### src/common/irq_ctl_pkg.sv
package irq_ctl_pkg;

  // register port addresses
  localparam logic [7:0] ADDR_TIMER_CONTROL = 8'h88;
  localparam logic [7:0] ADDR_IRQ_ENABLE = 8'ha8;
  localparam logic [7:0] ADDR_SECONDARY = 8'ha9;
  localparam logic [7:0] ADDR_IRQ_PRIORITY = 8'hb8;

  // reset values
  localparam logic [7:0] RST_IRQ_ENABLE = 8'h00;
  localparam logic [7:0] RST_IRQ_PRIORITY = 8'h00;
  localparam logic [7:0] RST_SECONDARY = 8'ha0;
  localparam logic [7:0] RST_TIMER_CONTROL = 8'h00;

  // secondary enable / priority fields
  localparam int BIT_RTC_PRIO_HIGH = 6;
  localparam int BIT_SERIAL_IF_PRIO_HIGH = 4;
  localparam int BIT_METER_IRQ_EN = 3;
  localparam int BIT_RTC_IRQ_EN = 2;
  localparam int BIT_SUPPLY_IRQ_EN = 1;
  localparam int BIT_SERIAL_IF_IRQ_EN = 0;
  // unused bits 7 and 5 read back as their reset value, one
  localparam logic [7:0] SECONDARY_WR_MASK = 8'h5f;
  localparam logic [7:0] SECONDARY_RSVD_READ = 8'ha0;

  // primary enable fields
  localparam int BIT_GLOBAL_IRQ_ENABLE = 7;
  localparam int BIT_TEMP_EN = 6;
  localparam int BIT_TIMER2_EN = 5;
  localparam int BIT_UART_EN = 4;
  localparam int BIT_TIMER1_EN = 3;
  localparam int BIT_EXT1_ENABLE = 2;
  localparam int BIT_TIMER0_EN = 1;
  localparam int BIT_EXT0_ENABLE = 0;

  // primary priority fields
  localparam int BIT_METER_PRIO = 7;
  localparam int BIT_TEMP_PRIO = 6;
  localparam int BIT_TIMER2_PRIO = 5;
  localparam int BIT_UART_PRIO = 4;
  localparam int BIT_TIMER1_PRIO = 3;
  localparam int BIT_EXT1_PRIO = 2;
  localparam int BIT_TIMER0_PRIO = 1;
  localparam int BIT_EXT0_PRIO = 0;

  // timer control fields
  localparam int BIT_TIMER1_OVERFLOW_FLAG = 7;
  localparam int BIT_TIMER0_OVERFLOW_FLAG = 5;
  localparam int BIT_EXT1_FLAG = 3;
  localparam int BIT_EXT1_EDGE_SELECT = 2;
  localparam int BIT_EXT0_FLAG = 1;
  localparam int BIT_EXT0_EDGE_SELECT = 0;

  // sources in polling order, index 0 wins among equals
  localparam int NUM_SRC = 12;
  localparam logic [3:0] SRC_SUPPLY = 4'h0;
  localparam logic [3:0] SRC_RTC = 4'h1;
  localparam logic [3:0] SRC_METER = 4'h2;
  localparam logic [3:0] SRC_WATCHDOG = 4'h3;
  localparam logic [3:0] SRC_TEMP = 4'h4;
  localparam logic [3:0] SRC_EXT0 = 4'h5;
  localparam logic [3:0] SRC_TIMER0 = 4'h6;
  localparam logic [3:0] SRC_EXT1 = 4'h7;
  localparam logic [3:0] SRC_TIMER1 = 4'h8;
  localparam logic [3:0] SRC_SERIAL_IF = 4'h9;
  localparam logic [3:0] SRC_UART = 4'ha;
  localparam logic [3:0] SRC_TIMER2 = 4'hb;

  // vector per source, same order as above
  localparam logic [15:0] VECTOR_TABLE [NUM_SRC] = '{
    16'h0043, 16'h0053, 16'h004b, 16'h005b, 16'h0033, 16'h0003,
    16'h000b, 16'h0013, 16'h001b, 16'h003b, 16'h0023, 16'h002b};

  // priority levels
  localparam logic [1:0] LVL_LOW = 2'h0;
  localparam logic [1:0] LVL_HIGH = 2'h1;
  localparam logic [1:0] LVL_SUPPLY = 2'h2;
  localparam int NUM_LVL = 3;

  typedef struct packed {
    logic [7:0] irq_enable;
    logic [7:0] irq_priority;
    logic [7:0] secondary;
    logic [7:0] timer_control;
    logic [1:0] pin_prev;
    logic [1:0] wake_pend;
    logic rtc_latch;
    logic temp_latch;
    logic serial_latch;
    logic [2:0] in_service;
    logic req;
    logic [3:0] src;
    logic [1:0] src_lvl;
    logic [15:0] vector;
    logic [7:0] rd_data;
  } ctl_s;

endpackage : irq_ctl_pkg

### src/verilog/twelve_source_irq_controller.sv
// Overview of operation
// - secondary register bit 6 sets rtc priority, bit 4 serial priority; one is high.
// - secondary bits 3,2,1,0 enable meter, rtc, supply and serial interrupts.
// - equal-level requests are polled supply, rtc, meter, watchdog, temp, ext0 ... timer2.
// - supply monitor alone occupies a top level above both configurable levels.
// - ext0, timer0, ext1, timer1 flags sit in timer control bits 1, 5, 3, 7.
// - uart vector from tx or rx flag; timer2 vector from overflow or external flag.
// - temperature request has no visible flag; it lives only inside this block.
// - supply and meter flags live in their peripherals; software clears the cause.
// - serial, rtc and watchdog status live in their peripherals, not here.
// - an external wake-up from core-off leaves an external interrupt pending.
// - events during core-off leave the ext0 and ext1 flags untouched.
// - rtc, temp and serial requests are latched, cleared only by vectoring to them.
// - clearing rtc or serial status bits keeps a pending request in place.
// - latched requests wait while disabled and are served once enabled.
// - supply, meter, uart and timer2 flags are not cleared on vectoring.
// - ext flags clear on vectoring only in falling-edge mode.
// - in low-level mode the ext request follows the pin and re-enters.
// - high preempts low, never same level; higher level wins when simultaneous.
// - on grant the core stacks the pc and loads the source vector.
// - primary enable bit 7 gates every source.
//
// Our own choice: the strobed register port.
module twelve_source_irq_controller
  import irq_ctl_pkg::*;
(
  // clock and reset
  input wire logic core_clk_in,
  input wire logic rstn_in,
  // register port
  input wire logic [7:0] addr_in,
  input wire logic [7:0] wr_data_in,
  input wire logic wr_en_in,
  input wire logic rd_en_in,
  output logic [7:0] rd_data_out,
  // peripheral requests, held levels cleared in their own peripherals
  input wire logic supply_monitor_irq_in,
  input wire logic meter_dsp_irq_in,
  input wire logic watchdog_irq_in,
  input wire logic uart_rx_flag_in,
  input wire logic uart_tx_flag_in,
  input wire logic timer2_overflow_flag_in,
  input wire logic timer2_external_flag_in,
  // peripheral one-cycle event pulses
  input wire logic rtc_interval_irq_in,
  input wire logic temp_adc_irq_in,
  input wire logic serial_if_irq_in,
  input wire logic timer0_overflow_in,
  input wire logic timer1_overflow_in,
  // external pins, active low, and wake-up events
  input wire logic ext_irq0_pin_n_in,
  input wire logic ext_irq1_pin_n_in,
  input wire logic ext0_wake_in,
  input wire logic ext1_wake_in,
  input wire logic core_off_mode_in,
  // core handshake
  input wire logic irq_ack_in,
  input wire logic reti_in,
  output logic irq_req_out,
  output logic [15:0] irq_vector_out
);

  ctl_s state_reg;
  ctl_s state_next;

  logic [NUM_SRC-1:0] pend;
  logic [NUM_SRC-1:0] enab;
  logic [NUM_SRC-1:0] prio_hi;
  logic [1:0] pin_n;

  assign pin_n = {ext_irq1_pin_n_in, ext_irq0_pin_n_in};

  // held levels come straight from their peripherals and are cleared there, so this
  // block needs no write path for them
  // pending sources in polling order
  assign pend[SRC_SUPPLY] = supply_monitor_irq_in;
  assign pend[SRC_RTC] = state_reg.rtc_latch;
  assign pend[SRC_METER] = meter_dsp_irq_in;
  assign pend[SRC_WATCHDOG] = watchdog_irq_in;
  assign pend[SRC_TEMP] = state_reg.temp_latch;
  assign pend[SRC_EXT0] = state_reg.timer_control[BIT_EXT0_FLAG] | state_reg.wake_pend[0];
  assign pend[SRC_TIMER0] = state_reg.timer_control[BIT_TIMER0_OVERFLOW_FLAG];
  assign pend[SRC_EXT1] = state_reg.timer_control[BIT_EXT1_FLAG] | state_reg.wake_pend[1];
  assign pend[SRC_TIMER1] = state_reg.timer_control[BIT_TIMER1_OVERFLOW_FLAG];
  assign pend[SRC_SERIAL_IF] = state_reg.serial_latch;
  assign pend[SRC_UART] = uart_rx_flag_in | uart_tx_flag_in;
  assign pend[SRC_TIMER2] = timer2_overflow_flag_in | timer2_external_flag_in;

  // the global enable is applied once, on the final request, not per source
  // individual enables
  assign enab[SRC_SUPPLY] = state_reg.secondary[BIT_SUPPLY_IRQ_EN];
  assign enab[SRC_RTC] = state_reg.secondary[BIT_RTC_IRQ_EN];
  assign enab[SRC_METER] = state_reg.secondary[BIT_METER_IRQ_EN];
  // the watchdog gates its own interrupt in its control register
  assign enab[SRC_WATCHDOG] = 1'b1;
  assign enab[SRC_TEMP] = state_reg.irq_enable[BIT_TEMP_EN];
  assign enab[SRC_EXT0] = state_reg.irq_enable[BIT_EXT0_ENABLE];
  assign enab[SRC_TIMER0] = state_reg.irq_enable[BIT_TIMER0_EN];
  assign enab[SRC_EXT1] = state_reg.irq_enable[BIT_EXT1_ENABLE];
  assign enab[SRC_TIMER1] = state_reg.irq_enable[BIT_TIMER1_EN];
  assign enab[SRC_SERIAL_IF] = state_reg.secondary[BIT_SERIAL_IF_IRQ_EN];
  assign enab[SRC_UART] = state_reg.irq_enable[BIT_UART_EN];
  assign enab[SRC_TIMER2] = state_reg.irq_enable[BIT_TIMER2_EN];

  // configurable priority bits; supply is placed in its own level below
  // the watchdog has no priority bit of its own and always sits in the low level
  assign prio_hi[SRC_SUPPLY] = 1'b0;
  assign prio_hi[SRC_RTC] = state_reg.secondary[BIT_RTC_PRIO_HIGH];
  assign prio_hi[SRC_METER] = state_reg.irq_priority[BIT_METER_PRIO];
  assign prio_hi[SRC_WATCHDOG] = 1'b0;
  assign prio_hi[SRC_TEMP] = state_reg.irq_priority[BIT_TEMP_PRIO];
  assign prio_hi[SRC_EXT0] = state_reg.irq_priority[BIT_EXT0_PRIO];
  assign prio_hi[SRC_TIMER0] = state_reg.irq_priority[BIT_TIMER0_PRIO];
  assign prio_hi[SRC_EXT1] = state_reg.irq_priority[BIT_EXT1_PRIO];
  assign prio_hi[SRC_TIMER1] = state_reg.irq_priority[BIT_TIMER1_PRIO];
  assign prio_hi[SRC_SERIAL_IF] = state_reg.secondary[BIT_SERIAL_IF_PRIO_HIGH];
  assign prio_hi[SRC_UART] = state_reg.irq_priority[BIT_UART_PRIO];
  assign prio_hi[SRC_TIMER2] = state_reg.irq_priority[BIT_TIMER2_PRIO];

  function automatic logic [1:0] level_of(input logic [3:0] idx, input logic hi);
    logic [1:0] lv;
    lv = hi ? LVL_HIGH : LVL_LOW;
    // no register bit can move the supply source out of its own level
    if (idx == SRC_SUPPLY) begin
      lv = LVL_SUPPLY;
    end
    return lv;
  endfunction : level_of

  always_comb begin
    logic found;
    logic [3:0] sel;
    logic [1:0] sel_lvl;
    logic [1:0] lv;
    logic [2:0] busy;
    logic ext_edge;
    logic ext_fall;
    int flag_pos;
    int it_pos;
    state_next = state_reg;
    found = 1'b0;
    sel = SRC_SUPPLY;
    sel_lvl = LVL_LOW;
    lv = LVL_LOW;
    busy = 3'h0;
    ext_edge = 1'b0;
    ext_fall = 1'b0;
    flag_pos = 0;
    it_pos = 0;

    // register writes
    if (wr_en_in) begin
      case (addr_in)
        ADDR_IRQ_ENABLE: state_next.irq_enable = wr_data_in;
        ADDR_IRQ_PRIORITY: state_next.irq_priority = wr_data_in;
        ADDR_SECONDARY: state_next.secondary = wr_data_in & SECONDARY_WR_MASK;
        ADDR_TIMER_CONTROL: state_next.timer_control = wr_data_in;
        default: ;
      endcase
    end

    // return from service: retire the highest level in service
    // the core never raises reti and ack together; if it did, the ack below still
    // marks its level because it is applied after the retire
    if (reti_in) begin
      if (state_reg.in_service[LVL_SUPPLY]) begin
        state_next.in_service[LVL_SUPPLY] = 1'b0;
      end else if (state_reg.in_service[LVL_HIGH]) begin
        state_next.in_service[LVL_HIGH] = 1'b0;
      end else begin
        state_next.in_service[LVL_LOW] = 1'b0;
      end
    end

    // vectoring: the core stacks its pc and jumps to irq_vector_out
    // the level is marked from the registered request, so a better source that
    // arrives in the ack cycle waits for the next evaluation
    if (irq_ack_in && state_reg.req) begin
      state_next.in_service[state_reg.src_lvl] = 1'b1;
      case (state_reg.src)
        SRC_RTC: state_next.rtc_latch = 1'b0;
        SRC_TEMP: state_next.temp_latch = 1'b0;
        SRC_SERIAL_IF: state_next.serial_latch = 1'b0;
        SRC_TIMER0: state_next.timer_control[BIT_TIMER0_OVERFLOW_FLAG] = 1'b0;
        SRC_TIMER1: state_next.timer_control[BIT_TIMER1_OVERFLOW_FLAG] = 1'b0;
        SRC_EXT0: begin
          state_next.wake_pend[0] = 1'b0;
          if (state_reg.timer_control[BIT_EXT0_EDGE_SELECT]) begin
            state_next.timer_control[BIT_EXT0_FLAG] = 1'b0;
          end
        end
        SRC_EXT1: begin
          state_next.wake_pend[1] = 1'b0;
          if (state_reg.timer_control[BIT_EXT1_EDGE_SELECT]) begin
            state_next.timer_control[BIT_EXT1_FLAG] = 1'b0;
          end
        end
        // supply, meter, uart, timer2 and watchdog are cleared at their source
        default: ;
      endcase
    end

    // hardware sets come last so an event beats a same-cycle clear
    for (int k = 0; k < 2; k++) begin
      flag_pos = (k == 0) ? BIT_EXT0_FLAG : BIT_EXT1_FLAG;
      it_pos = (k == 0) ? BIT_EXT0_EDGE_SELECT : BIT_EXT1_EDGE_SELECT;
      ext_edge = state_reg.timer_control[it_pos];
      ext_fall = state_reg.pin_prev[k] & ~pin_n[k];
      // pin history keeps running so no stale edge appears on wake-up
      state_next.pin_prev[k] = pin_n[k];
      // flags freeze while the core is off; an event then reaches the core only
      // through its wake pulse
      if (!core_off_mode_in) begin
        if (ext_edge) begin
          if (ext_fall) begin
            state_next.timer_control[flag_pos] = 1'b1;
          end
        end else begin
          // the pin overwrites the flag every cycle, so a software write to a
          // level-mode flag has no lasting effect
          state_next.timer_control[flag_pos] = ~pin_n[k];
        end
      end
    end
    if (ext0_wake_in) begin
      state_next.wake_pend[0] = 1'b1;
    end
    if (ext1_wake_in) begin
      state_next.wake_pend[1] = 1'b1;
    end
    if (timer0_overflow_in) begin
      state_next.timer_control[BIT_TIMER0_OVERFLOW_FLAG] = 1'b1;
    end
    if (timer1_overflow_in) begin
      state_next.timer_control[BIT_TIMER1_OVERFLOW_FLAG] = 1'b1;
    end
    // latches ignore status clears in the peripherals
    if (rtc_interval_irq_in) begin
      state_next.rtc_latch = 1'b1;
    end
    if (temp_adc_irq_in) begin
      state_next.temp_latch = 1'b1;
    end
    if (serial_if_irq_in) begin
      state_next.serial_latch = 1'b1;
    end

    // arbitration: later hits override, so the loops end on the highest level
    // and, within it, the first source in polling order
    // a level is blocked while it or any level above it is in service
    busy = state_reg.in_service;
    for (int l = 0; l < NUM_LVL; l++) begin
      for (int i = NUM_SRC - 1; i >= 0; i--) begin
        lv = level_of(i[3:0], prio_hi[i]);
        // latched requests simply wait here until enabled
        if (pend[i] && enab[i] && lv == l[1:0] && (busy >> l) == 3'h0) begin
          found = 1'b1;
          sel = i[3:0];
          sel_lvl = lv;
        end
      end
    end

    // a granted request is dropped in its ack cycle and re-evaluated after
    // the drop keeps the core from taking the same vector again before the
    // clears of the ack cycle have landed
    state_next.req = found && state_reg.irq_enable[BIT_GLOBAL_IRQ_ENABLE] &&
                     !(irq_ack_in && state_reg.req);
    state_next.src = sel;
    state_next.src_lvl = sel_lvl;
    state_next.vector = VECTOR_TABLE[sel];

    // read data stand for exactly one cycle
    // unmapped addresses read as zero and writes to them are dropped
    state_next.rd_data = 8'h00;
    if (rd_en_in) begin
      case (addr_in)
        ADDR_IRQ_ENABLE: state_next.rd_data = state_reg.irq_enable;
        ADDR_IRQ_PRIORITY: state_next.rd_data = state_reg.irq_priority;
        ADDR_SECONDARY: state_next.rd_data = state_reg.secondary | SECONDARY_RSVD_READ;
        ADDR_TIMER_CONTROL: state_next.rd_data = state_reg.timer_control;
        default: state_next.rd_data = 8'h00;
      endcase
    end
  end

  // synchronous reset; the pin history starts at the idle high level so the
  // first cycle after reset shows no false falling edge
  always_ff @(posedge core_clk_in) begin
    if (!rstn_in) begin
      state_reg <= '0;
      state_reg.irq_enable <= RST_IRQ_ENABLE;
      state_reg.irq_priority <= RST_IRQ_PRIORITY;
      state_reg.secondary <= RST_SECONDARY & SECONDARY_WR_MASK;
      state_reg.timer_control <= RST_TIMER_CONTROL;
      state_reg.pin_prev <= 2'h3;
    end else begin
      state_reg <= state_next;
    end
  end

  assign rd_data_out = state_reg.rd_data;
  assign irq_req_out = state_reg.req;
  assign irq_vector_out = state_reg.vector;

endmodule : twelve_source_irq_controller

### config.mk
export PLATFORM = sky130hd
export DESIGN_NAME = twelve_source_irq_controller
export DESIGN_NICKNAME = d
export VERILOG_FILES = /design/src/common/irq_ctl_pkg.sv /design/src/verilog/twelve_source_irq_controller.sv
export SDC_FILE = /design/constraint.sdc
export NUM_CORES = 1
export LEC_CHECK = 0
export BUFFER_PORTS_ARGS = -buffer_cell sky130_fd_sc_hd__buf_4
export CORE_UTILIZATION = 25
export DETAILED_ROUTE_END_ITERATION = 10
export PLACE_DENSITY = 0.49
export SYNTH_ARGS = -nofsm -noshare
export SYNTH_HDL_FRONTEND = slang
export SYNTH_SLANG_ARGS = --single-unit
export TNS_END_PERCENT = 1
### constraint.sdc
create_clock -name core_clk_in -period 3.8 [get_ports core_clk_in]
set_input_delay 1.14 -clock core_clk_in [delete_from_list [all_inputs] [get_ports core_clk_in]]
set_output_delay 1.14 -clock core_clk_in [all_outputs]
set_load 0.02 [all_outputs]
==> results.md <==
* Flops & latches, synth at 60
* CP max FO at 4
* Placed inst area at approximately 0.0037 sq mm
* Met1 Wirelength at around 4.8 mm
* WP buf/inv at 1
* Final Skew at slightly above 6 ps
* Count leader, synth: dfxtp_1
* Max IR drop VDD at around 0.18 mV
* Peak Freq at 0.311 GHz
* Antenna violations before repair at 0
* Synth area leaders: dfxtp_1 (37%), buf_4 (5.6%), mux2i_1 (5.3%)
* Layout cells sized above 1 at a little under a quarter
* Outcome: finished clean
* Setup TNS at 0 ps
* Vias per cell at about 5
* Detail Route Antenna Nets at 0
* Drt drc at 0
* Worst Setup Start Kind: input pin
* Vias in the first global route at approximately 2800
* Post-synthesis cell area at ~0.0032 sq mm
* Crit Path Class: in2reg
* Placer Congestion at between 0.9 and 1
* Post-synth EDFFs at 0
* Worst Max-Slew Pin Slew at approximately 540 ps
* Maxcap violations at 0
* Max incr delay on CP at around 420 ps
* Leakage at approximately 0.0016 uW
* Met3 routed WL at 468 um
* Worst-path clk slew at around 60 ps
* Largest net degree at the start of global routing at 50
* Cell Rows at between 40 and 50
* Final core utilization at a little under a third
* TritonRoute pass-1 iters at 5
* Max clock buf depth at 2
* Min-Delay Path Class: reg2reg
* Area Growth Syn to Fin at 23.7%
* Critical path data required time at between 4000 and 5000 ps
* Synth warnings at 0
* Total grt overflow at 0
* Die Width at ~120 um
* Final instance area at approximately 0.004 sq mm
* Slew Limit Headroom at approximately 64%
* Top_reg_cell synth: dfxtp_1
* Final setup vio count at 0
* I/O Pins at 64
* Post-synthesis sequential area ratio at a little under two fifths
* Chip height at ~120 um
* Drt initial violations at roughly 230
* Slew Limit Fails at 0
* Dominant cell type by area after synthesis: dfxtp_1
* Crit-path leading delay family: compound AO/OA/AOI/OAI gates
* PortBufs at 53
* Post-CTS Resized at 0
* Worst-skew pair later-pin latency at between 300 and 400 ps
* Yosys top cell area share at between 30 and 40%
* Setup bufs post-CTS at 0
* Synth cell count leaders: dfxtp_1 (60), nand2_1 (38), nor2_1 (27), buf_4 (24), nor2b_1 (24)
* H-tree depth at 3
* Post-Route WL at ~10 mm
* RSZ-0062 raised after global routing: false
* Vias post-DR at ~2800
* Async SR Flop Fraction at 0%
* Crit path cell chain: buf_4, o211ai_1, o311ai_0, or4_1, a21oi_1, o31ai_2, nand2b_1, ha_1, a2111o_1, o211ai_1
* Core Area at between 0.01 and 0.015 sq mm
* Post-detail-place hpwl at just over 7 mm
* CTS tree: done
* Ant diodes at 0
* Post-synth cell types at 67
* DR top layer: met4
* Cts bufs inserted at 9
* WL met2 at approximately 4.3 mm
* DR WL/cell at roughly 17 um
* Critical Path End Type: flip-flop
* CTS Root Cell: clkbuf_16
* Clock Sinks at 60
* Hold Buf Count CTS at 0
* Worst path most repeated cell: o211ai_1
* Syn Inst Count at around 370
* Max reg flops at 20
* Mean post-synth cell area at between 8 and 9 sq um
* Period utilization at a little over four fifths
* GRT Util Overall at 15.4%
* Final net count at 449
* Initial core utilization at 25.6%
* Min cycle time layout at roughly 3200 ps
* CP max stage cell: or4_1
* First-pass GRT wire length at 15.5 mm
* Die area at roughly 0.013 sq mm
* Worst EP arrival at between 3000 and 4000 ps
* PwrDens at just over 400 mW/mm^2
* Fin. Hold Viols at 0
-- cell usage in the layout (no fill, tap or decap), types with 4 or more instances in the layout --
master	Yosys	routed
dfxtp_1	60	60
buf_4	24	56
nand2_1	38	38
nor2_1	27	27
nor2b_1	24	24
nand3_1	23	23
mux2i_1	17	17
a21oi_1	12	12
a21boi_0	11	11
conb_1	1	10
clkbuf_16	0	9
o21ai_1	6	6
nor3_1	6	6
inv_1	6	6
o21ai_0	6	6
mux2_2	6	6
a222oi_1	6	6
o21a_1	5	5
o211ai_1	4	4
a211oi_1	4	4
and2_1	4	4
-- stage by stage --
stage	instances	hold WS [ps]	total power [uW]	worst slack (ps)
final	584	470	1660	585
after global routing	584	499	1710	408
after CTS	584	471	1680	600
after detailed placement	568	463	772	253
after global placement	568	453	771	325
after floorplan	376	434	725	639
-- logic make-up after synthesis --
| family | Yosys count | share of synthesized area (%) |
|---|---|---|
| AO/OA/AOI/OAI | 85 | 20.2 |
| buffers and inverters | 42 | 7.78 |
| other | 1 | 0.116 |
| adder cells (fa/ha/maj) | 4 | 1.47 |
| AND/OR/NAND/NOR | 151 | 25.4 |
| flip-flops | 60 | 37.2 |
| multiplexers | 24 | 7.82 |
-- layout make-up --
type                       instances  area [sq um]
clock buffer                      10           239
clock inverter                     6          87.6
fill                            1347          8620
inverter                           6          22.5
multi-input combinational        274          1810
sequential                        60          1200
tap                              172           215
timing repair buffer              56           420
-- worst register-to-register path: stages (launching register included) --
cell and delay, ps:
dfxtp_1 440, o211ai_1 210, a2111oi_0 540, nand4b_1 200
a21oi_1 100, nor2_1 320, inv_1 80, ha_1 270
a2111o_1 380, o211ai_1 90
-- path summary, 6_finish.rpt --
kind / start / endpoint / slack, ps / cells after the start
min: state_reg[47] / state_reg[47] / 470 / 2
max reg2reg: prio_hi[11] / irq_vector_out[4] / 1080 / 9
min reg2reg: state_reg[47] / state_reg[47] / 470 / 2
max: uart_tx_flag_in / irq_vector_out[4] / 590 / 10
-- power by group --
group          internal, uW  total [uW]  switching (uW)
Clock                   590         898             308
Combinational          50.5         107            56.6
Sequential              641         651            10.4
Total                  1280        1660             375
-- metal layers --
metal	track usage (%)	up-vias
met5	0	-
met4	6.07	0
met3	3.03	14
met2	22.8	89
met1	22.0	1359
li1	-	1385
(Power assumes the default switching activity.)
